===== src/core/ppc_pkg.sv =====
// Package for the port configuration register bank: address, field positions,
// reset values and the carrier types shared by the core and its helpers.
// Assumes a 5-bit management register address space and 16-bit register data.
//
// Summary of operation
// Bit 4 set: strict standard crossover algorithm.
// Bit 4 clear: longer first crossover switch timer.
// Bit 5 clear: receive valid rises with SFD.
// Bit 5 set: receive valid and preamble after CRS.
// Bit 7 enables or disables speed downgrade.
// Soft reset loads bit 7 from nonvolatile bit.
// Bit 8 set: no loopback in 10M half duplex.
// Bit 11 bypasses 4B5B coder at 100M.
// Bit 12 bypasses scrambler and descrambler at 100M.
// Bit 13 disables the twisted-pair transmitter.
// Force link at 10M drives link signals active.
// Force link at 100M enters link good state.
// Force link at gigabit only skips negotiation.
// Reserved top field reads zero, software writes zero.
// Software writes zero to reserved bits 6, 9.
// Other fields reset to zero and hold writes.

package ppc_pkg;

   // --------------------------------------------------------------------
   // Register map
   // --------------------------------------------------------------------
   localparam logic [4:0] ADDR_PORT_CFG = 5'h10; // Port configuration register index.

   // Field positions inside the port configuration register.
   localparam int BIT_MDIX_STRICT = 4;
   localparam int BIT_PREAMBLE_PASS = 5;
   localparam int BIT_SPEED_DOWNGRADE = 7;
   localparam int BIT_LOOPBACK_SUPPRESS = 8;
   localparam int BIT_JABBER_DISABLE = 10;
   localparam int BIT_BYPASS_4B5B = 11;
   localparam int BIT_BYPASS_SCRAMBLE = 12;
   localparam int BIT_TX_DISABLE = 13;
   localparam int BIT_FORCE_LINK = 14;

   // Reset value: preamble pass and loopback suppression set, all else clear.
   localparam logic [15:0] PORT_CFG_RESET = 16'h0120;
   // Bits that software may change; bit 15 and the low nibble read as zero.
   localparam logic [15:0] PORT_CFG_WMASK = 16'h7FF0;

   // Speed encodings of the resolved line speed.
   localparam logic [1:0] SPEED_10 = 2'h0;
   localparam logic [1:0] SPEED_100 = 2'h1;
   localparam logic [1:0] SPEED_1000 = 2'h2;

   // Crossover timer defaults, in clock cycles.
   localparam int MDIX_STD_CYCLES = 63;
   localparam int MDIX_LONG_CYCLES = 127;

   // --------------------------------------------------------------------
   // Carriers
   // --------------------------------------------------------------------
   // Link state presented to the link indication helper.
   typedef struct packed {
      logic [1:0] speed; // Resolved line speed.
      logic force_link; // Force link pass control.
      logic line_link; // True link state seen on the line.
   } ppc_link_in_t;

   // Link indications produced by the helper.
   typedef struct packed {
      logic link_ind; // Link indication signal.
      logic link_good_state; // Link monitor sits in its good state.
      logic an_skip; // Auto-negotiation is bypassed.
   } ppc_link_out_t;

endpackage


===== src/core/ppc_link_force.sv =====
// Link indication helper: applies the force link pass control per speed.
// Assumes the resolved speed and true line link are synchronous to the clock.

`timescale 1ns/1ps
`default_nettype none

module ppc_link_force
(
   input wire logic i_clock,
   input wire logic i_arst_n,
   input wire ppc_pkg::ppc_link_in_t i_link,
   output ppc_pkg::ppc_link_out_t o_link
);

   // All state of this helper is the registered link output.
   ppc_pkg::ppc_link_out_t state;
   ppc_pkg::ppc_link_out_t next_state;

   // --------------------------------------------------------------------
   // Next-state logic
   // --------------------------------------------------------------------
   // Only the gigabit case keeps the true line state on the link indication when forced.
   always_comb
   begin
      next_state = state;
      case (i_link.speed)
         ppc_pkg::SPEED_10:
         begin
            next_state.link_ind = i_link.force_link | i_link.line_link;
            next_state.link_good_state = i_link.line_link;
            next_state.an_skip = 1'b0;
         end
         ppc_pkg::SPEED_100:
         begin
            next_state.link_good_state = i_link.force_link | i_link.line_link;
            next_state.link_ind = i_link.force_link | i_link.line_link;
            next_state.an_skip = 1'b0;
         end
         default:
         begin
            next_state.link_ind = i_link.line_link;
            next_state.link_good_state = i_link.line_link;
            next_state.an_skip = i_link.force_link;
         end
      endcase
   end

   // Register the whole state.
   always_ff @(posedge i_clock or negedge i_arst_n)
   begin
      if (!i_arst_n)
         state <= '0;
      else
         state <= next_state;
   end

   assign o_link = state;

   // --------------------------------------------------------------------
   // Checks
   // --------------------------------------------------------------------
   AST_LINK_10M: assert property (@(posedge i_clock) disable iff (!i_arst_n)
      (i_link.speed == ppc_pkg::SPEED_10 && i_link.force_link) |=> o_link.link_ind)
      else $error("Forced 10M link not indicated.");
   AST_LINK_100M: assert property (@(posedge i_clock) disable iff (!i_arst_n)
      (i_link.speed == ppc_pkg::SPEED_100 && i_link.force_link) |=> o_link.link_good_state)
      else $error("Forced 100M link monitor not good.");
   AST_LINK_1G: assert property (@(posedge i_clock) disable iff (!i_arst_n)
      (i_link.speed == ppc_pkg::SPEED_1000) |=>
      (o_link.link_ind == $past(i_link.line_link) && o_link.an_skip == $past(i_link.force_link)))
      else $error("Gigabit link not reported truly.");

endmodule

`default_nettype wire


===== src/core/ppc_mdix_timer.sv =====
// Crossover switch timer: swaps pairs each time the timer runs out with no link.
// Assumes the link input is synchronous; the strict input selects timer lengths.

`timescale 1ns/1ps
`default_nettype none

module ppc_mdix_timer
#(
   parameter int STD_CYCLES = ppc_pkg::MDIX_STD_CYCLES,
   parameter int LONG_CYCLES = ppc_pkg::MDIX_LONG_CYCLES,
   parameter int CW = 12
)
(
   input wire logic i_clock,
   input wire logic i_arst_n,
   input wire logic i_strict,
   input wire logic i_link_up,
   output logic o_swap
);

   // One-hot phase: the first timeout may be long, later ones are standard.
   typedef enum logic [1:0] {TM_FIRST = 2'b01, TM_NEXT = 2'b10} ppc_tm_t;

   // Whole state of the timer.
   typedef struct packed {
      ppc_tm_t phase;
      logic [CW-1:0] count;
      logic swap;
   } ppc_timer_t;

   ppc_timer_t state;
   ppc_timer_t next_state;
   logic [CW-1:0] limit; // Timeout for the current phase.

   // --------------------------------------------------------------------
   // Next-state logic
   // --------------------------------------------------------------------
   // A longer first wait lets a forced-speed side meet a negotiating partner.
   always_comb
   begin
      next_state = state;
      if (state.phase == TM_FIRST && !i_strict)
         limit = CW'(LONG_CYCLES);
      else
         limit = CW'(STD_CYCLES);
      if (i_link_up)
      begin
         next_state.phase = TM_FIRST;
         next_state.count = '0;
      end
      else if (state.count >= limit)
      begin
         next_state.count = '0;
         next_state.swap = ~state.swap;
         case (state.phase)
            TM_FIRST: next_state.phase = TM_NEXT;
            TM_NEXT: next_state.phase = TM_NEXT;
            default: next_state.phase = TM_FIRST;
         endcase
      end
      else
         next_state.count = state.count + CW'(1);
   end

   // Register the whole state.
   always_ff @(posedge i_clock or negedge i_arst_n)
   begin
      if (!i_arst_n)
      begin
         state.phase <= TM_FIRST;
         state.count <= '0;
         state.swap <= 1'b0;
      end
      else
         state <= next_state;
   end

   assign o_swap = state.swap;

   // --------------------------------------------------------------------
   // Checks
   // --------------------------------------------------------------------
   AST_MDIX_STRICT: assert property (@(posedge i_clock) disable iff (!i_arst_n)
      (i_strict && !i_link_up && state.count == CW'(STD_CYCLES)) |=> (o_swap != $past(o_swap)))
      else $error("Strict timer did not swap at standard timeout.");
   AST_MDIX_LONG: assert property (@(posedge i_clock) disable iff (!i_arst_n)
      (!i_strict && state.phase == TM_FIRST && !i_link_up && state.count == CW'(STD_CYCLES))
      |=> (o_swap == $past(o_swap)))
      else $error("First timeout was not lengthened.");

endmodule

`default_nettype wire


===== src/core/ppc_port_cfg.sv =====
// Port configuration register bank of the copper transceiver and the logic it steers.
// Assumes a plain register port: strobes are one cycle, never both at once,
// read data stand in the cycle after the read strobe. All inputs are synchronous.
//
// Decided for this implementation: the strobed register port and the address map.

`timescale 1ns/1ps
`default_nettype none

module ppc_port_cfg
#(
   parameter int MDIX_STD_CYCLES = ppc_pkg::MDIX_STD_CYCLES,
   parameter int MDIX_LONG_CYCLES = ppc_pkg::MDIX_LONG_CYCLES
)
(
   input wire logic I_CLOCK,
   input wire logic I_ARST_N,
   input wire logic I_SW_RESET,
   input wire logic I_SPEED_DOWNGRADE_DEFAULT_BIT,
   input wire logic [4:0] I_ADDR,
   input wire logic [15:0] I_WDATA,
   input wire logic I_WE,
   input wire logic I_RE,
   input wire logic [1:0] I_SPEED,
   input wire logic I_FULL_DUPLEX,
   input wire logic I_LINE_LINK,
   input wire logic I_CRS,
   input wire logic I_SFD,
   output logic [15:0] O_RDATA,
   output logic O_RX_DV,
   output logic O_RX_PREAMBLE,
   output logic O_SPEED_DOWNGRADE_EN,
   output logic O_TP_LOOPBACK_SUPPRESS,
   output logic O_JABBER_DISABLE,
   output logic O_BYPASS_4B5B,
   output logic O_BYPASS_SCRAMBLER,
   output logic O_TX_DISABLE,
   output logic O_MDIX_SWAP,
   output logic O_LINK_IND,
   output logic O_LINK_GOOD_STATE,
   output logic O_AN_SKIP
);

   // --------------------------------------------------------------------
   // State
   // --------------------------------------------------------------------
   // Every flip-flop of the core lives in this one struct.
   // The steered controls are registers, not decodes of the stored value,
   // so every output leaves a flip-flop. The cost is one cycle of latency
   // between the register and the hardware it steers. Software never sees
   // it, because the steered controls cannot be read back.
   typedef struct packed {
      logic [15:0] port_configuration_register; // Stored register value.
      logic [15:0] rdata; // Read data, valid the cycle after a read.
      logic rx_dv; // Receive data valid toward the MAC.
      logic rx_preamble; // Receive data carry preamble, not frame data.
      logic speed_downgrade_en; // Automatic speed downgrade enable.
      logic loopback_suppress; // No twisted-pair loopback now.
      logic jabber_disable; // Jabber function disabled.
      logic bypass_4b5b; // 4B5B coder bypass in effect.
      logic bypass_scrambler; // Scrambler bypass in effect.
      logic tx_disable; // Transmitter off.
   } ppc_core_t;

   ppc_core_t state;
   ppc_core_t next_state;

   logic [15:0] cfg; // Short alias of the stored register.
   logic is_100; // Line runs at 100M.
   logic hit; // The address selects the port configuration register.
   ppc_pkg::ppc_link_in_t link_in; // Link facts for the link helper.
   ppc_pkg::ppc_link_out_t link_out; // Link indications from the helper.

   assign cfg = state.port_configuration_register;
   assign is_100 = (I_SPEED == ppc_pkg::SPEED_100);
   assign hit = (I_ADDR == ppc_pkg::ADDR_PORT_CFG);

   // --------------------------------------------------------------------
   // Register access and steering
   // --------------------------------------------------------------------
   // Software reset wins over a write in the same cycle, since it restores
   // a known configuration that a stray write must not disturb.
   always_comb
   begin
      next_state = state;

      // Register file update.
      if (I_SW_RESET)
      begin
         next_state.port_configuration_register = ppc_pkg::PORT_CFG_RESET;
         next_state.port_configuration_register[ppc_pkg::BIT_SPEED_DOWNGRADE] =
            I_SPEED_DOWNGRADE_DEFAULT_BIT;
      end
      else if (I_WE && hit)
      begin
         // Reserved bits 6 and 9 are stored as written; software keeps them zero.
         next_state.port_configuration_register = I_WDATA & ppc_pkg::PORT_CFG_WMASK;
      end

      // Read path: unmapped addresses read as zero, data stand one cycle.
      if (I_RE && hit)
         next_state.rdata = cfg & ppc_pkg::PORT_CFG_WMASK;
      else
         next_state.rdata = 16'h0000;

      // Receive valid: with preamble pass it follows carrier sense at once,
      // otherwise it waits for the frame delimiter and holds to frame end.
      // A change of the preamble bit in mid-frame takes effect on the next edge.
      if (cfg[ppc_pkg::BIT_PREAMBLE_PASS])
      begin
         next_state.rx_dv = I_CRS;
         next_state.rx_preamble = I_CRS & ~I_SFD & ~(state.rx_dv & ~state.rx_preamble);
      end
      else
      begin
         next_state.rx_dv = I_CRS & (I_SFD | state.rx_dv);
         next_state.rx_preamble = 1'b0;
      end

      // Control outputs decoded from the stored fields.
      next_state.speed_downgrade_en = cfg[ppc_pkg::BIT_SPEED_DOWNGRADE];
      next_state.loopback_suppress = cfg[ppc_pkg::BIT_LOOPBACK_SUPPRESS]
         & (I_SPEED == ppc_pkg::SPEED_10) & ~I_FULL_DUPLEX;
      next_state.jabber_disable = cfg[ppc_pkg::BIT_JABBER_DISABLE];
      next_state.bypass_4b5b = cfg[ppc_pkg::BIT_BYPASS_4B5B] & is_100;
      next_state.bypass_scrambler = cfg[ppc_pkg::BIT_BYPASS_SCRAMBLE] & is_100;
      next_state.tx_disable = cfg[ppc_pkg::BIT_TX_DISABLE];
   end

   // Register the whole state; hardware reset leaves speed downgrade off.
   always_ff @(posedge I_CLOCK or negedge I_ARST_N)
   begin
      if (!I_ARST_N)
      begin
         state <= '0;
         state.port_configuration_register <= ppc_pkg::PORT_CFG_RESET;
      end
      else
         state <= next_state;
   end

   // --------------------------------------------------------------------
   // Helpers
   // --------------------------------------------------------------------
   // The crossover timer length depends on the strict bit.
   // The timer and the link helper ignore software reset on purpose. A reset
   // of the register must not restart a pair-swap search or drop a link that
   // is already up.
   ppc_mdix_timer
   #(
      .STD_CYCLES(MDIX_STD_CYCLES),
      .LONG_CYCLES(MDIX_LONG_CYCLES),
      .CW(12)
   )
   u_mdix
   (
      .i_clock(I_CLOCK),
      .i_arst_n(I_ARST_N),
      .i_strict(cfg[ppc_pkg::BIT_MDIX_STRICT]),
      .i_link_up(I_LINE_LINK),
      .o_swap(O_MDIX_SWAP)
   );

   // Force link pass acts differently per speed.
   always_comb
   begin
      link_in.speed = I_SPEED;
      link_in.force_link = cfg[ppc_pkg::BIT_FORCE_LINK];
      link_in.line_link = I_LINE_LINK;
   end

   ppc_link_force u_link
   (
      .i_clock(I_CLOCK),
      .i_arst_n(I_ARST_N),
      .i_link(link_in),
      .o_link(link_out)
   );

   // --------------------------------------------------------------------
   // Outputs
   // --------------------------------------------------------------------
   // Each output is a plain wire from a flip-flop of this core or of a helper,
   // so no decode sits between the registers and the pins.
   assign O_RDATA = state.rdata;
   assign O_RX_DV = state.rx_dv;
   assign O_RX_PREAMBLE = state.rx_preamble;
   assign O_SPEED_DOWNGRADE_EN = state.speed_downgrade_en;
   assign O_TP_LOOPBACK_SUPPRESS = state.loopback_suppress;
   assign O_JABBER_DISABLE = state.jabber_disable;
   assign O_BYPASS_4B5B = state.bypass_4b5b;
   assign O_BYPASS_SCRAMBLER = state.bypass_scrambler;
   assign O_TX_DISABLE = state.tx_disable;
   assign O_LINK_IND = link_out.link_ind;
   assign O_LINK_GOOD_STATE = link_out.link_good_state;
   assign O_AN_SKIP = link_out.an_skip;

   // --------------------------------------------------------------------
   // Checks
   // --------------------------------------------------------------------
   // These checks watch the core's ports and its stored register. Each one is disabled
   // while hardware reset is low and judges outputs at the latency given
   // above: one cycle for read data and receive valid, two cycles from a
   // write strobe to a steered control output.

   // Reads return the stored value with the reserved top bit low.
   AST_RD_RESERVED: assert property (@(posedge I_CLOCK) disable iff (!I_ARST_N)
      (I_RE && hit) |=> (O_RDATA[15] == 1'b0 && O_RDATA == ($past(cfg) & 16'h7FF0)))
      else $error("Read data wrong or reserved bit set.");

   // Without preamble pass, carrier alone keeps receive valid low.
   AST_RXDV_SFD: assert property (@(posedge I_CLOCK) disable iff (!I_ARST_N)
      (!cfg[5] && !O_RX_DV && I_CRS && !I_SFD) |=> !O_RX_DV)
      else $error("Receive valid rose before the delimiter.");

   // With preamble pass, receive valid follows carrier sense one cycle later.
   AST_RXDV_PRE: assert property (@(posedge I_CLOCK) disable iff (!I_ARST_N)
      (cfg[5] && I_CRS) |=> O_RX_DV)
      else $error("Receive valid did not follow carrier sense.");

   // A write reaches the downgrade output two cycles after the strobe.
   AST_SPEED_WR: assert property (@(posedge I_CLOCK) disable iff (!I_ARST_N)
      (I_WE && hit && !I_SW_RESET) |=> ##1 (O_SPEED_DOWNGRADE_EN == $past(I_WDATA[7], 2)))
      else $error("Speed downgrade enable not taken from write.");

   // Software reset takes bit 7 from the nonvolatile default, not a constant.
   AST_SPEED_SWRST: assert property (@(posedge I_CLOCK) disable iff (!I_ARST_N)
      I_SW_RESET |=> (cfg[7] == $past(I_SPEED_DOWNGRADE_DEFAULT_BIT) && cfg[5] && cfg[8] && !cfg[14]))
      else $error("Software reset loaded wrong defaults.");

   // Loopback suppression applies only at 10M in half duplex.
   AST_LOOPBACK: assert property (@(posedge I_CLOCK) disable iff (!I_ARST_N)
      (cfg[8] && I_SPEED == 2'h0 && !I_FULL_DUPLEX) |=> O_TP_LOOPBACK_SUPPRESS)
      else $error("Loopback not suppressed in 10M half duplex.");

   // The coder bypass is gated by 100M, so it never leaks to other speeds.
   AST_BYPASS_CODER: assert property (@(posedge I_CLOCK) disable iff (!I_ARST_N)
      1'b1 |=> (O_BYPASS_4B5B == ($past(cfg[11]) && $past(I_SPEED) == 2'h1)))
      else $error("Coder bypass mismatch.");

   // The scrambler bypass is gated by 100M in the same way.
   AST_BYPASS_SCR: assert property (@(posedge I_CLOCK) disable iff (!I_ARST_N)
      1'b1 |=> (O_BYPASS_SCRAMBLER == ($past(cfg[12]) && $past(I_SPEED) == 2'h1)))
      else $error("Scrambler bypass mismatch.");

   // The transmitter disable follows a write with the same two-cycle latency.
   AST_TX_OFF: assert property (@(posedge I_CLOCK) disable iff (!I_ARST_N)
      (I_WE && hit && !I_SW_RESET) |=> ##1 (O_TX_DISABLE == $past(I_WDATA[13], 2)))
      else $error("Transmitter disable not taken from write.");

   // Only a write or a software reset may alter the stored register.
   AST_HOLD: assert property (@(posedge I_CLOCK) disable iff (!I_ARST_N)
      !(I_WE && hit) && !I_SW_RESET |=> $stable(cfg))
      else $error("Register changed without a write or reset.");

endmodule

`default_nettype wire


===== config.mk =====
export PLATFORM = sky130hd
export DESIGN_NAME = ppc_port_cfg
export DESIGN_NICKNAME = d
export VERILOG_FILES = /design/src/core/ppc_pkg.sv /design/src/core/ppc_link_force.sv /design/src/core/ppc_mdix_timer.sv /design/src/core/ppc_port_cfg.sv
export SDC_FILE = /design/constraint.sdc
export NUM_CORES = 1
export LEC_CHECK = 0
export BUFFER_PORTS_ARGS = -buffer_cell sky130_fd_sc_hd__buf_2
export CAP_MARGIN = 20
export CORE_ASPECT_RATIO = 1.25
export CORE_MARGIN = 8
export CORE_UTILIZATION = 49
export DETAILED_ROUTE_END_ITERATION = 10
export PLACE_DENSITY = 0.8
export SLEW_MARGIN = 20
export SYNTH_ARGS = -nofsm -noshare
export SYNTH_HDL_FRONTEND = slang
export SYNTH_SLANG_ARGS = --single-unit

===== constraint.sdc =====
create_clock -name I_CLOCK -period 2.19 [get_ports I_CLOCK]
set_clock_uncertainty 0.05 [all_clocks]
set_input_delay 0.1095 -clock I_CLOCK [delete_from_list [all_inputs] [get_ports I_CLOCK]]
set_output_delay 0.1095 -clock I_CLOCK [all_outputs]
set_load 0.05 [all_outputs]

; ---- Word level (Yosys, flattened, before mapping)
; Cells that the tools add are included.
[totals]
wordCells = 57
output_inout_bits = 28
register_bits = 57
in_bits = 33
[classes]
order_cmp = 1
n_addsub = 1
n_eq_ne = 4
n_bitwise = 16
muxes = 10
reduce_logical = 9
[ops]
columns = op, n
row1 = 15-bit two-way mux, 3
row2 = 14-bit two-way mux, 1
row3 = 12-bit by 1-bit adder with 12-bit output (second input constant), 1
row4 = 12-bit by 7-bit greater-or-equal comparator with 1-bit output, 1
row5 = 12-bit two-way mux, 1
row6 = 1-bit bitwise AND, 8
row7 = 7-bit two-way mux, 1
row8 = 2-bit two-way mux, 3
row9 = 1-bit inverter, 6
row10 = 3-bit one-hot mux with 2 select lines, 1
row11 = 5-bit equality test (second input constant), 1
row12 = 2-bit by 1-bit equality test with 1-bit output (second input constant), 2
row13 = 2-bit nonzero test, 2
row14 = 1-bit logical AND, 3
row15 = 2-bit equality test (second input constant), 1
row16 = 2-bit logical NOT, 1
row17 = 1-bit bitwise OR, 2
row18 = 2-bit AND reduction, 1
row19 = 2-bit OR reduction, 1
row20 = 1-bit logical NOT, 1

; ---- Depth between registers and ports, before layout
; Gate-level depths: netlist of run 1.
[depth]
depth_word = 6
depth_mapped = 9
ltp_nobuf = 8

; ---- Cells and area by module
; Synthesis of run 1 repeated with hierarchy kept, for this count alone.
[hier_totals]
cells_unflattened = 164
hier_area_um2 = 1985.7
[by_module_without_submodules]
columns = mod, n_inst, area_per_inst_um2, seq_area_each_um2, cells_each
row1 = ppc_port_cfg, 1, 1212.4, 753.2, 100
row2 = ppc_mdix_timer, 1, 669.4, 376.6, 57
row3 = ppc_link_force, 1, 103.8, 75.1, 7

; ---- Worst setup path before layout of run 1
; Ideal clock, no wire load.
[synth_path]
path_kind = register -> register
start = register u_mdix.state[13] in the netlist's numbering
end = register u_mdix.state[8] in the netlist's numbering
n_path_buf = 1
synth_period_minus_slack_ps = 1859
required_ps = 2067
setup_ps = 73
path_stages_with_launch = 8
arrival_ps = 1736
path_slack_ps = 331
path_cell_list = dfstp_2 > ha_1 > nand2b_1 > ha_1 > and4_4 > or3_1 > buf_6 > a21oi_2
[synth_lines]
columns = item, line_no
row1 = from (decl), ppc_mdix_timer.sv:31  ; ppc_timer_t state;
row2 = from (signal assigned), ppc_mdix_timer.sv:75  ; state <= next_state;

==> results_tabular.tex, run 1 <==
\begin{tabular}{lr}
\hline
Metric & Value \\
\hline
\multicolumn{2}{l}{\textbf{Status}} \\
Result of the run & completed \\
\multicolumn{2}{l}{\textbf{Clocking}} \\
Number of buffers created by CTS & 5 \\
Clk sinks & 48 \\
H-tree levels & 2 \\
Clock latency on the worst-skew pair & 0.30 ns \\
Buffers inserted during post-CTS setup optimization & 0 \\
Master cell of the clock root buffer & sky130\_fd\_sc\_hd\_\_clkbuf\_8 \\
Bufs on Longest Clock Path & 2 \\
Clock slew at the register clock pins of the worst setup and hold paths & 0.08 ns \\
Post-cts sizing count & 0 \\
Clock tree from TritonCTS & yes \\
\multicolumn{2}{l}{\textbf{Synthesis}} \\
Synth top area share & between 60\% and 70\% \\
Area leader, netlist & sky130\_fd\_sc\_hd\_\_dfrtp\_1 \\
Number of enable-type register cells in the synthesized netlist & 0 \\
Async set or reset register ratio after synthesis & 100\% \\
Synthesized flop and latch total & 48 \\
Fraction of the yosys area taken by sequential cells & roughly 64\% \\
Top cells by area, synth & sky130\_fd\_sc\_hd\_\_dfrtp\_1 60\%, sky130\_fd\_sc\_hd\_\_nand2\_1 5.0\%, sky130\_fd\_sc\_hd\_\_dfstp\_2 4.2\% \\
Count of cell types in the netlist & 38 \\
Mapped Area & approximately 0.0019 sq mm \\
Top cells by count, synth & 45 x sky130\_fd\_sc\_hd\_\_dfrtp\_1, 25 x sky130\_fd\_sc\_hd\_\_nand2\_1, 12 x sky130\_fd\_sc\_hd\_\_and2\_1 \\
Most frequently used cell type in the post-synthesis netlist & sky130\_fd\_sc\_hd\_\_dfrtp\_1 \\
Most used DFF post-synth & sky130\_fd\_sc\_hd\_\_dfrtp\_1 \\
Mean post-synth cell area & 11.7 sq um \\
Synth Instances & 160 \\
Number of warnings issued by yosys & 0 \\
\multicolumn{2}{l}{\textbf{Detailed routing}} \\
Number of DRC violations after detailed routing & 0 \\
Remaining antenna violation count & 0 \\
Initial DRT Pass Iterations & 4 \\
WL/cell & 14.4 um \\
Via density per instance & 4.80 \\
Iteration-0 DRC Markers & 18 \\
Vias after detailed routing & $\sim$1300 \\
Final wirelength & about 3900 um \\
\multicolumn{2}{l}{\textbf{Global routing}} \\
Wire length of the first global-routing pass & 6710 um \\
Met3 capacity usage during global routing & 5.90\% \\
Number of antenna violations at the first check in global routing & 0 \\
Grt met2 use & 23.9\% \\
Overall track demand over capacity in global routing & between 10 and 15\% \\
Vias in the first global route & 1400 \\
Routing usage on met1 & 14.9\% \\
Maximum number of pins on one net before global-route repair & 25 \\
Remaining global-route overflow & 0 \\
Most utilized layer in the global route result & met2 \\
\multicolumn{2}{l}{\textbf{Worst setup path}} \\
Worst R2R Path Depth & 6 \\
Kind of capture point of the worst setup path & flop \\
CP Launch Type & flop \\
Data arrival time of the worst path & 2.19 ns \\
Gate family responsible for the most delay along the worst path & simple AND/OR/NAND/NOR gates \\
Ordered list of cells on the worst path & ha\_1 -> nand2b\_1 -> ha\_1 -> and4\_4 -> or3\_1 -> a21oi\_2 \\
Type of the worst setup path & reg -> reg \\
Crit path buffers/inverters & 0 \\
Capture instance of the worst register-to-register path & u\_mdix.state[8] \\
Cell repeated most along the worst path & sky130\_fd\_sc\_hd\_\_ha\_1 \\
Biggest fanout along the worst timing path & 6 \\
Cell with the largest stage delay on the worst path & sky130\_fd\_sc\_hd\_\_dfstp\_2 \\
Stage delay of the slowest cell on the critical path & approximately 0.54 ns \\
Endpoint required time on the critical path & about 2.4 ns \\
Launching element of the worst setup path & u\_mdix.state[13] \\
R2r startpoint & u\_mdix.state[13] \\
Setup slack on the worst flop-to-flop path & between 0.15 and 0.2 ns \\
\multicolumn{2}{l}{\textbf{STA}} \\
Least-Margin Pin Slew & 0.509 ns \\
Fmax achieved & approximately 500 MHz \\
Final setup fails & 0 \\
Setup TNS & 0 ns \\
Share of the cycle needed by the critical path after routing & 92.1\% \\
Headroom to the max-slew limit & 66.0\% \\
Post-route minimum period & around 2.0 ns \\
Final hold violation count & 0 \\
Slew Viols, Final & 0 \\
Setup repair after global routing missed its margin & false \\
\multicolumn{2}{l}{\textbf{Finish}} \\
Number of filler instances in the final layout & 295 \\
Seq. cell area & 0.00120 sq mm \\
Area of the multi-input gates & 621 sq um \\
Post-layout nets & 268 \\
Ant diodes & 0 \\
Share of cells above drive strength 1 & 30.9\% \\
Layout area overhead & 27.9\% \\
\multicolumn{2}{l}{\textbf{Floorplanning}} \\
Initial core utilization & 50.4\% \\
Chip Height & 85.2 um \\
Std-Cell Core Area & 0.00372 sq mm \\
Die extent in x & 71.3 um \\
Die ar. & 0.00608 sq mm \\
I/O pins & just over 60 \\
Number of standard-cell rows in the floorplan & 25 \\
\multicolumn{2}{l}{\textbf{Run}} \\
Max-cap violations & 0 \\
\multicolumn{2}{l}{\textbf{Power}} \\
Leakage power & roughly 1.2 nW \\
Largest vdd supply drop & around 0.44 mV \\
Areal power density over the cells & 721 mW/mm\^{}2 \\
Final Power & 1.73 mW \\
\multicolumn{2}{l}{\textbf{Min path}} \\
WHS Path Cells & 2 \\
Startpoint of the worst hold path & I\_SPEED[1] \\
Worst hold endpoint & u\_link.o\_link[0] \\
Worst hold path class & in -> reg \\
\multicolumn{2}{l}{\textbf{Placement}} \\
Port-buffer cells & 50 \\
Global placer's final weighted congestion & 0.802 \\
Half-perimeter wire length after detailed placement & approximately 2800 um \\
\hline
\end{tabular}
==> cell families (layout without fill, tap and decap cells) <==
kind of cell,after synthesis,in the layout,share of synthesized area [%]
xor gates and xnor gates,5,5,2.34
and+or+nand+nor,69,69,19.9
DFF,48,48,64.2
AOI/OAI and AO/OA,19,19,6.47
muxes,1,1,0.534
other,1,9,0.200
buffers and inverters,14,79,4.27
adders and majority gates,3,3,2.00
==> flip-flops by register name, summed over array words and instances (netlist names) <==
name,flops
O_JABBER_DISABLE,1
u_link.o_link,3
O_RX_DV,1
O_RDATA,11
O_BYPASS_4B5B,1
O_TX_DISABLE,1
O_SPEED_DOWNGRADE_EN,1
O_BYPASS_SCRAMBLER,1
u_mdix.o_swap,1
u_mdix.state,14
O_RX_PREAMBLE,1
O_TP_LOOPBACK_SUPPRESS,1
cfg,11
==> placed cells by master (no fill, tap or decap), types with 2 or more instances in the layout <==
cell type	instances
sky130_fd_sc_hd__nand3b_1	2
sky130_fd_sc_hd__nor3_1	3
sky130_fd_sc_hd__clkbuf_8	5
sky130_fd_sc_hd__dfstp_2	3
sky130_fd_sc_hd__nor2b_1	2
sky130_fd_sc_hd__xor2_1	2
sky130_fd_sc_hd__nand2_1	25
sky130_fd_sc_hd__buf_2	50
sky130_fd_sc_hd__nor2_2	3
sky130_fd_sc_hd__o21ai_0	2
sky130_fd_sc_hd__buf_4	3
sky130_fd_sc_hd__dfrtp_1	45
sky130_fd_sc_hd__and2_1	12
sky130_fd_sc_hd__conb_1	9
sky130_fd_sc_hd__xnor2_1	3
sky130_fd_sc_hd__a21oi_1	10
sky130_fd_sc_hd__or3_1	2
sky130_fd_sc_hd__inv_1	3
sky130_fd_sc_hd__dlygate4sd3_1	15
sky130_fd_sc_hd__ha_1	3
sky130_fd_sc_hd__and3_1	4
sky130_fd_sc_hd__nand3_1	4
sky130_fd_sc_hd__nor2_1	5
==> worst max path at each step <==
stage | end | slack (ns) | cells past startpoint
CTS | u_mdix.state[8] | 0.16 | 6
global route | u_mdix.state[8] | 0.1 | 6
global placement | u_mdix.state[8] | 0.22 | 6
floorplan | u_mdix.state[8] | 0.33 | 7
detailed placement | u_mdix.state[8] | 0.20 | 6
finish | u_mdix.state[8] | 0.17 | 6
==> metrics by stage <==
step | instances | utilization (%) | worst slack, ns | hold slack [ns] | area, sq um
floorplan | 168 | - | 0.331 | -0.236 | 1910
global placement | 250 | 58.0 | 0.219 | 0.0602 | 2160
detailed placement | 250 | 58.0 | 0.196 | 0.0597 | 2160
CTS | 273 | 64.4 | 0.162 | 0.0127 | 2400
global route | 273 | 64.4 | 0.0965 | 0.00438 | 2400
finish | 273 | 64.4 | 0.173 | 0.0205 | 2400
==> layout make-up <==
type / instances / area share (%)
repair buffers: 68 / 17.6
clock inverters: 2 / 0.678
flip-flops and latches: 48 / 50.2
inverters: 3 / 0.469
clock buffers: 6 / 3.03
well taps: 40 / 2.09
multi-input cells: 106 / 25.9
==> where the power goes <==
group	internal, mW	leakage [nW]	switching, mW	total [mW]
Clock	0.227	0.0414	0.288	0.516
Combinational	0.0952	0.551	0.167	0.262
Sequential	0.931	0.634	0.0203	0.951
Total	1.25	1.23	0.476	1.73
==> worst reg2reg max path, stage by stage (launching register included) <==
cell and delay [ns]:
sky130_fd_sc_hd__dfstp_2 0.54, sky130_fd_sc_hd__ha_1 0.14, sky130_fd_sc_hd__nand2b_1 0.06, sky130_fd_sc_hd__ha_1 0.29, sky130_fd_sc_hd__and4_4 0.21, sky130_fd_sc_hd__or3_1 0.51
sky130_fd_sc_hd__a21oi_2 0.16
==> timing repair <==
item,CTS,global route
hold buffers,15,0
hold endpoints to repair,33,0
endpoints found under the setup margin,0,0
==> per-layer routing <==
layer	share of wire [%]	wire length [um]	vias up
li1	-	-	655
met1	41	1630	613
met2	51	2010	35
met3	6.0	236	7
met4	1.4	55	0
met5	0	0	-
(Power assumes the default switching activity.)
==> run 2: changes to the inputs <==
--- a/config.mk
+++ b/config.mk
@@ -11,8 +11,9 @@
 export CORE_MARGIN = 8
 export CORE_UTILIZATION = 49
 export DETAILED_ROUTE_END_ITERATION = 10
-export PLACE_DENSITY = 0.8
+export PLACE_DENSITY = 0.79
 export SLEW_MARGIN = 20
 export SYNTH_ARGS = -nofsm -noshare
 export SYNTH_HDL_FRONTEND = slang
+export SYNTH_HIERARCHICAL = 1
 export SYNTH_SLANG_ARGS = --single-unit
==> results_tabular.tex, run 2 <==
\begin{tabular}{lr}
\hline
Metric & Value \\
\hline
\multicolumn{2}{l}{\textbf{Status}} \\
Result of the run & completed \\
\multicolumn{2}{l}{\textbf{Power}} \\
Share of total power in the clock network & 33.7\% (+3.9 points) \\
Areal power density over the cells & 749 mW/mm\^{}2 (+3.9\%) \\
Leakage power & 1.21 nW (-1.7\%) \\
Largest vdd supply drop & 0.640 mV (+46\%) \\
Flop pwr share & 51.9\% (-3.1 points) \\
Switching part of the total power & 26.0\% (-1.5 points) \\
Fraction of power consumed by combinational cells & 14.5\% (-0.7 points) \\
Internal & 1.36 mW (+8.1\%) \\
NetSw & 0.476 mW (about the same) \\
\multicolumn{2}{l}{\textbf{Synthesis}} \\
Mean post-synth cell area & 12.1 sq um (+3.3\%) \\
Xor and xnor fraction of the mapped netlist area & 2.21\% (-0.13 points) \\
Synth Area in Compound Gates & 10.6\% (+4.2 points) \\
Async set or reset register ratio after synthesis & 100\% (unchanged) \\
Top cells by area, synth & sky130\_fd\_sc\_hd\_\_dfrtp\_1 57\%, sky130\_fd\_sc\_hd\_\_dfstp\_2 4.0\%, sky130\_fd\_sc\_hd\_\_and2\_1 3.5\% \\
Top cells by count, synth & 45 x sky130\_fd\_sc\_hd\_\_dfrtp\_1, 11 x sky130\_fd\_sc\_hd\_\_and2\_1, 9 x sky130\_fd\_sc\_hd\_\_a21oi\_1, 9 x sky130\_fd\_sc\_hd\_\_o31ai\_1, 8 x sky130\_fd\_sc\_hd\_\_nand4\_1 \\
Most frequently used cell type in the post-synthesis netlist & sky130\_fd\_sc\_hd\_\_dfrtp\_1 \\
Most used DFF post-synth & sky130\_fd\_sc\_hd\_\_dfrtp\_1 \\
Synth Instances & 164 (+2.5\%) \\
Synthesized flop and latch total & 48 (unchanged) \\
Main combinational cell family by area after synthesis & simple AND/OR/NAND/NOR gates \\
Number of warnings issued by yosys & 6 (+6) \\
Fraction of the yosys area taken by sequential cells & 60.7\% (-3.6 points) \\
Number of enable-type register cells in the synthesized netlist & 0 (unchanged) \\
Adder-cell share of the synthesized area & 1.89\% (-0.11 points) \\
Post-synthesis simple-gate area fraction & 18.5\% (-1.5 points) \\
Mapped Area & 0.00199 sq mm (+5.9\%) \\
Count of cell types in the netlist & 47 (+24\%) \\
Synth top area share & 56.7\% (-3.3 points) \\
Mux contribution to synthesized area & 0.504\% (-0.030 points) \\
Area leader, netlist & sky130\_fd\_sc\_hd\_\_dfrtp\_1 \\
\multicolumn{2}{l}{\textbf{Floorplanning}} \\
Die ar. & 0.00636 sq mm (+4.6\%) \\
I/O pins & 61 (unchanged) \\
Chip Height & 87.2 um (+2.3\%) \\
Number of standard-cell rows in the floorplan & 26 (+4.0\%) \\
Std-Cell Core Area & 0.00400 sq mm (+7.5\%) \\
Die extent in x & 72.9 um (+2.2\%) \\
Initial core utilization & 49.6\% (-0.76 points) \\
\multicolumn{2}{l}{\textbf{Detailed routing}} \\
Iteration-0 DRC Markers & 94 (+76) \\
Final wirelength & 3890 um (-1.1\%) \\
Via density per instance & 5.04 (+4.9\%) \\
Initial DRT Pass Iterations & 4 (unchanged) \\
Remaining antenna violation count & 0 (unchanged) \\
WL/cell & 13.8 um (-4.2\%) \\
Vias after detailed routing & 1420 (+8.4\%) \\
Number of DRC violations after detailed routing & 0 (unchanged) \\
\multicolumn{2}{l}{\textbf{Global routing}} \\
Maximum number of pins on one net before global-route repair & 30 (+20\%) \\
Wire length of the first global-routing pass & 6730 um (+0.42\%) \\
Number of antenna violations at the first check in global routing & 0 (unchanged) \\
Overall track demand over capacity in global routing & 13.4\% (-0.60 points) \\
Remaining global-route overflow & 0 (unchanged) \\
Vias in the first global route & 1491 (+6.5\%) \\
\multicolumn{2}{l}{\textbf{Worst setup path}} \\
Biggest fanout along the worst timing path & 6 (unchanged) \\
Endpoint required time on the critical path & 2.36 ns (about the same) \\
Capture instance of the worst register-to-register path & u\_mdix/state[8] \\
CP Launch Type & flop \\
Data arrival time of the worst path & 2.18 ns (about the same) \\
Kind of capture point of the worst setup path & flop \\
R2r startpoint & u\_mdix/state[13] \\
Worst R2R Path Depth & 6 (unchanged) \\
Setup slack on the worst flop-to-flop path & 0.18 ns (about the same) \\
Type of the worst setup path & reg -> reg \\
\multicolumn{2}{l}{\textbf{STA}} \\
Setup repair after global routing missed its margin & false \\
Post-route minimum period & 2.01 ns (-0.00473 ns) \\
Slew Viols, Final & 0 (unchanged) \\
Share of the cycle needed by the critical path after routing & 91.9\% (-0.22 points) \\
Final hold violation count & 0 (unchanged) \\
Setup TNS & 0 ns (unchanged) \\
Final setup fails & 0 (unchanged) \\
Fmax achieved & 497 MHz (+0.23\%) \\
\multicolumn{2}{l}{\textbf{Finish}} \\
Post-layout nets & 261 (-2.6\%) \\
Share of cells above drive strength 1 & 33.6\% (+2.7 points) \\
Ant diodes & 0 (unchanged) \\
Layout area overhead & 23.1\% \\
Max reg flops & 14 (unchanged) \\
Non-Filler Instances & 282 (+3.3\%) \\
Most frequent standard cell in the layout excluding fill and tap cells & sky130\_fd\_sc\_hd\_\_buf\_2 \\
Largest register by flop count & u\_mdix/state \\
Commonest cells after routing, fill and taps aside & 50 x sky130\_fd\_sc\_hd\_\_buf\_2, 45 x sky130\_fd\_sc\_hd\_\_dfrtp\_1, 11 x sky130\_fd\_sc\_hd\_\_and2\_1 \\
\multicolumn{2}{l}{\textbf{Placement}} \\
Global placer's final weighted congestion & 0.723 (-9.9\%) \\
Port-buffer cells & 50 (unchanged) \\
Half-perimeter wire length after detailed placement & 3050 um (+9.7\%) \\
Instance count after placement with tap cells included & 268 (+7.2\%) \\
\multicolumn{2}{l}{\textbf{Clocking}} \\
Clock tree from TritonCTS & yes \\
Clock slew at the register clock pins of the worst setup and hold paths & 0.09 ns (about the same) \\
H-tree levels & 2 (unchanged) \\
Clock latency on the worst-skew pair & 0.30 ns (about the same) \\
Number of buffers created by CTS & 5 (unchanged) \\
Bufs on Longest Clock Path & 2 (unchanged) \\
Master cell of the clock root buffer & sky130\_fd\_sc\_hd\_\_clkbuf\_8 \\
Clk sinks & 48 (unchanged) \\
\multicolumn{2}{l}{\textbf{Min path}} \\
WHS Path Cells & 3 (+1) \\
Worst hold path class & in -> reg \\
Startpoint of the worst hold path & I\_WDATA[9] \\
Worst hold endpoint & cfg[9] \\
\multicolumn{2}{l}{\textbf{Run}} \\
Max-cap violations & 0 (unchanged) \\
\hline
\end{tabular}
## run 2: cell types whose count changed after synthesis, sizes merged, moves of 3 or more
cell | before | now
nand2 | 25 | 4
o31ai | 0 | 9
nand4 | 0 | 8
buf | 7 | 11
and3 | 5 | 2
## run 2: metal layers
layer | wire (um) | track usage [%]
met5 | 0 | 0
met4 | 23 | 3.28
met3 | 279 | 6.22
met2 | 2000 | 22.5
met1 | 1590 | 14.7
## run 2: layout make-up
| cell class | count | area (sq um) |
|---|---|---|
| fillers | 358 | 1560 |
| multi-input cells | 106 | 703 |
| repair buffers | 60 | 340 |
| clock buffers | 5 | 68.8 |
| clock inverters | 3 | 42.5 |
| inverters | 4 | 15.0 |
| well taps | 56 | 70.1 |
| flip-flops and latches | 48 | 1200 |
## run 2: critical path: stages (launching register included)
cell and delay [ns]:
sky130_fd_sc_hd__dfstp_2 0.54, sky130_fd_sc_hd__ha_1 0.13, sky130_fd_sc_hd__nand2b_1 0.06, sky130_fd_sc_hd__ha_1 0.29, sky130_fd_sc_hd__and4_4 0.20, sky130_fd_sc_hd__or3_1 0.50, sky130_fd_sc_hd__a21oi_2 0.16
## run 2: how the worst max path moves through the flow
stage / startpoint / end / slack (ns) / cells past startpoint
after floorplan: u_mdix/state[13] / u_mdix/state[8] / 0.33 / 7
after global placement: u_mdix/state[13] / u_mdix/state[8] / 0.22 / 6
after detailed placement: u_mdix/state[13] / u_mdix/state[8] / 0.18 / 6
after CTS: u_mdix/state[13] / u_mdix/state[8] / 0.16 / 6
after global routing: u_mdix/state[13] / u_mdix/state[8] / 0.07 / 6
final: u_mdix/state[13] / u_mdix/state[8] / 0.18 / 6
## run 2: timing repair
action                                 4_1_cts  5_1_grt
endpoints found under the hold margin       22        0
hold buffers                                 6        0
buffers inserted                             0        0
gates resized for setup                      0        0
## run 2: power by group through the flow
stage	Combinational [mW]	Clock [mW]	Sequential [mW]
finish	0.265	0.616	0.949
global route	0.295	0.660	0.955
CTS	0.269	0.631	0.950
detailed placement	0.261	0	0.967
global placement	0.251	0	0.965
floorplan	0.121	0	1.02
## run 2: cells by family (layout without fill, tap and decap cells)
family | Yosys count | in the layout
compound gates | 30 | 30
xor+xnor | 5 | 5
fa+ha+maj | 3 | 3
buf+inv | 17 | 72
flops | 48 | 48
mux | 1 | 1
other cells | 2 | 9
simple gates | 58 | 58
## run 2: through the flow
| stage | hold slack [ns] | util (%) | cell area, sq um | power [mW] | worst slack [ns] |
|---|---|---|---|---|---|
| floorplan | -0.236 | - | 2010 | 1.15 | 0.331 |
| global placement | 0.0134 | 56.8 | 2270 | 1.22 | 0.224 |
| detailed placement | 0.0112 | 56.8 | 2270 | 1.23 | 0.178 |
| CTS | 0.000553 | 61.1 | 2440 | 1.85 | 0.161 |
| global route | 0.00640 | 61.1 | 2440 | 1.91 | 0.0747 |
| finish | 0.00507 | 61.1 | 2440 | 1.83 | 0.178 |
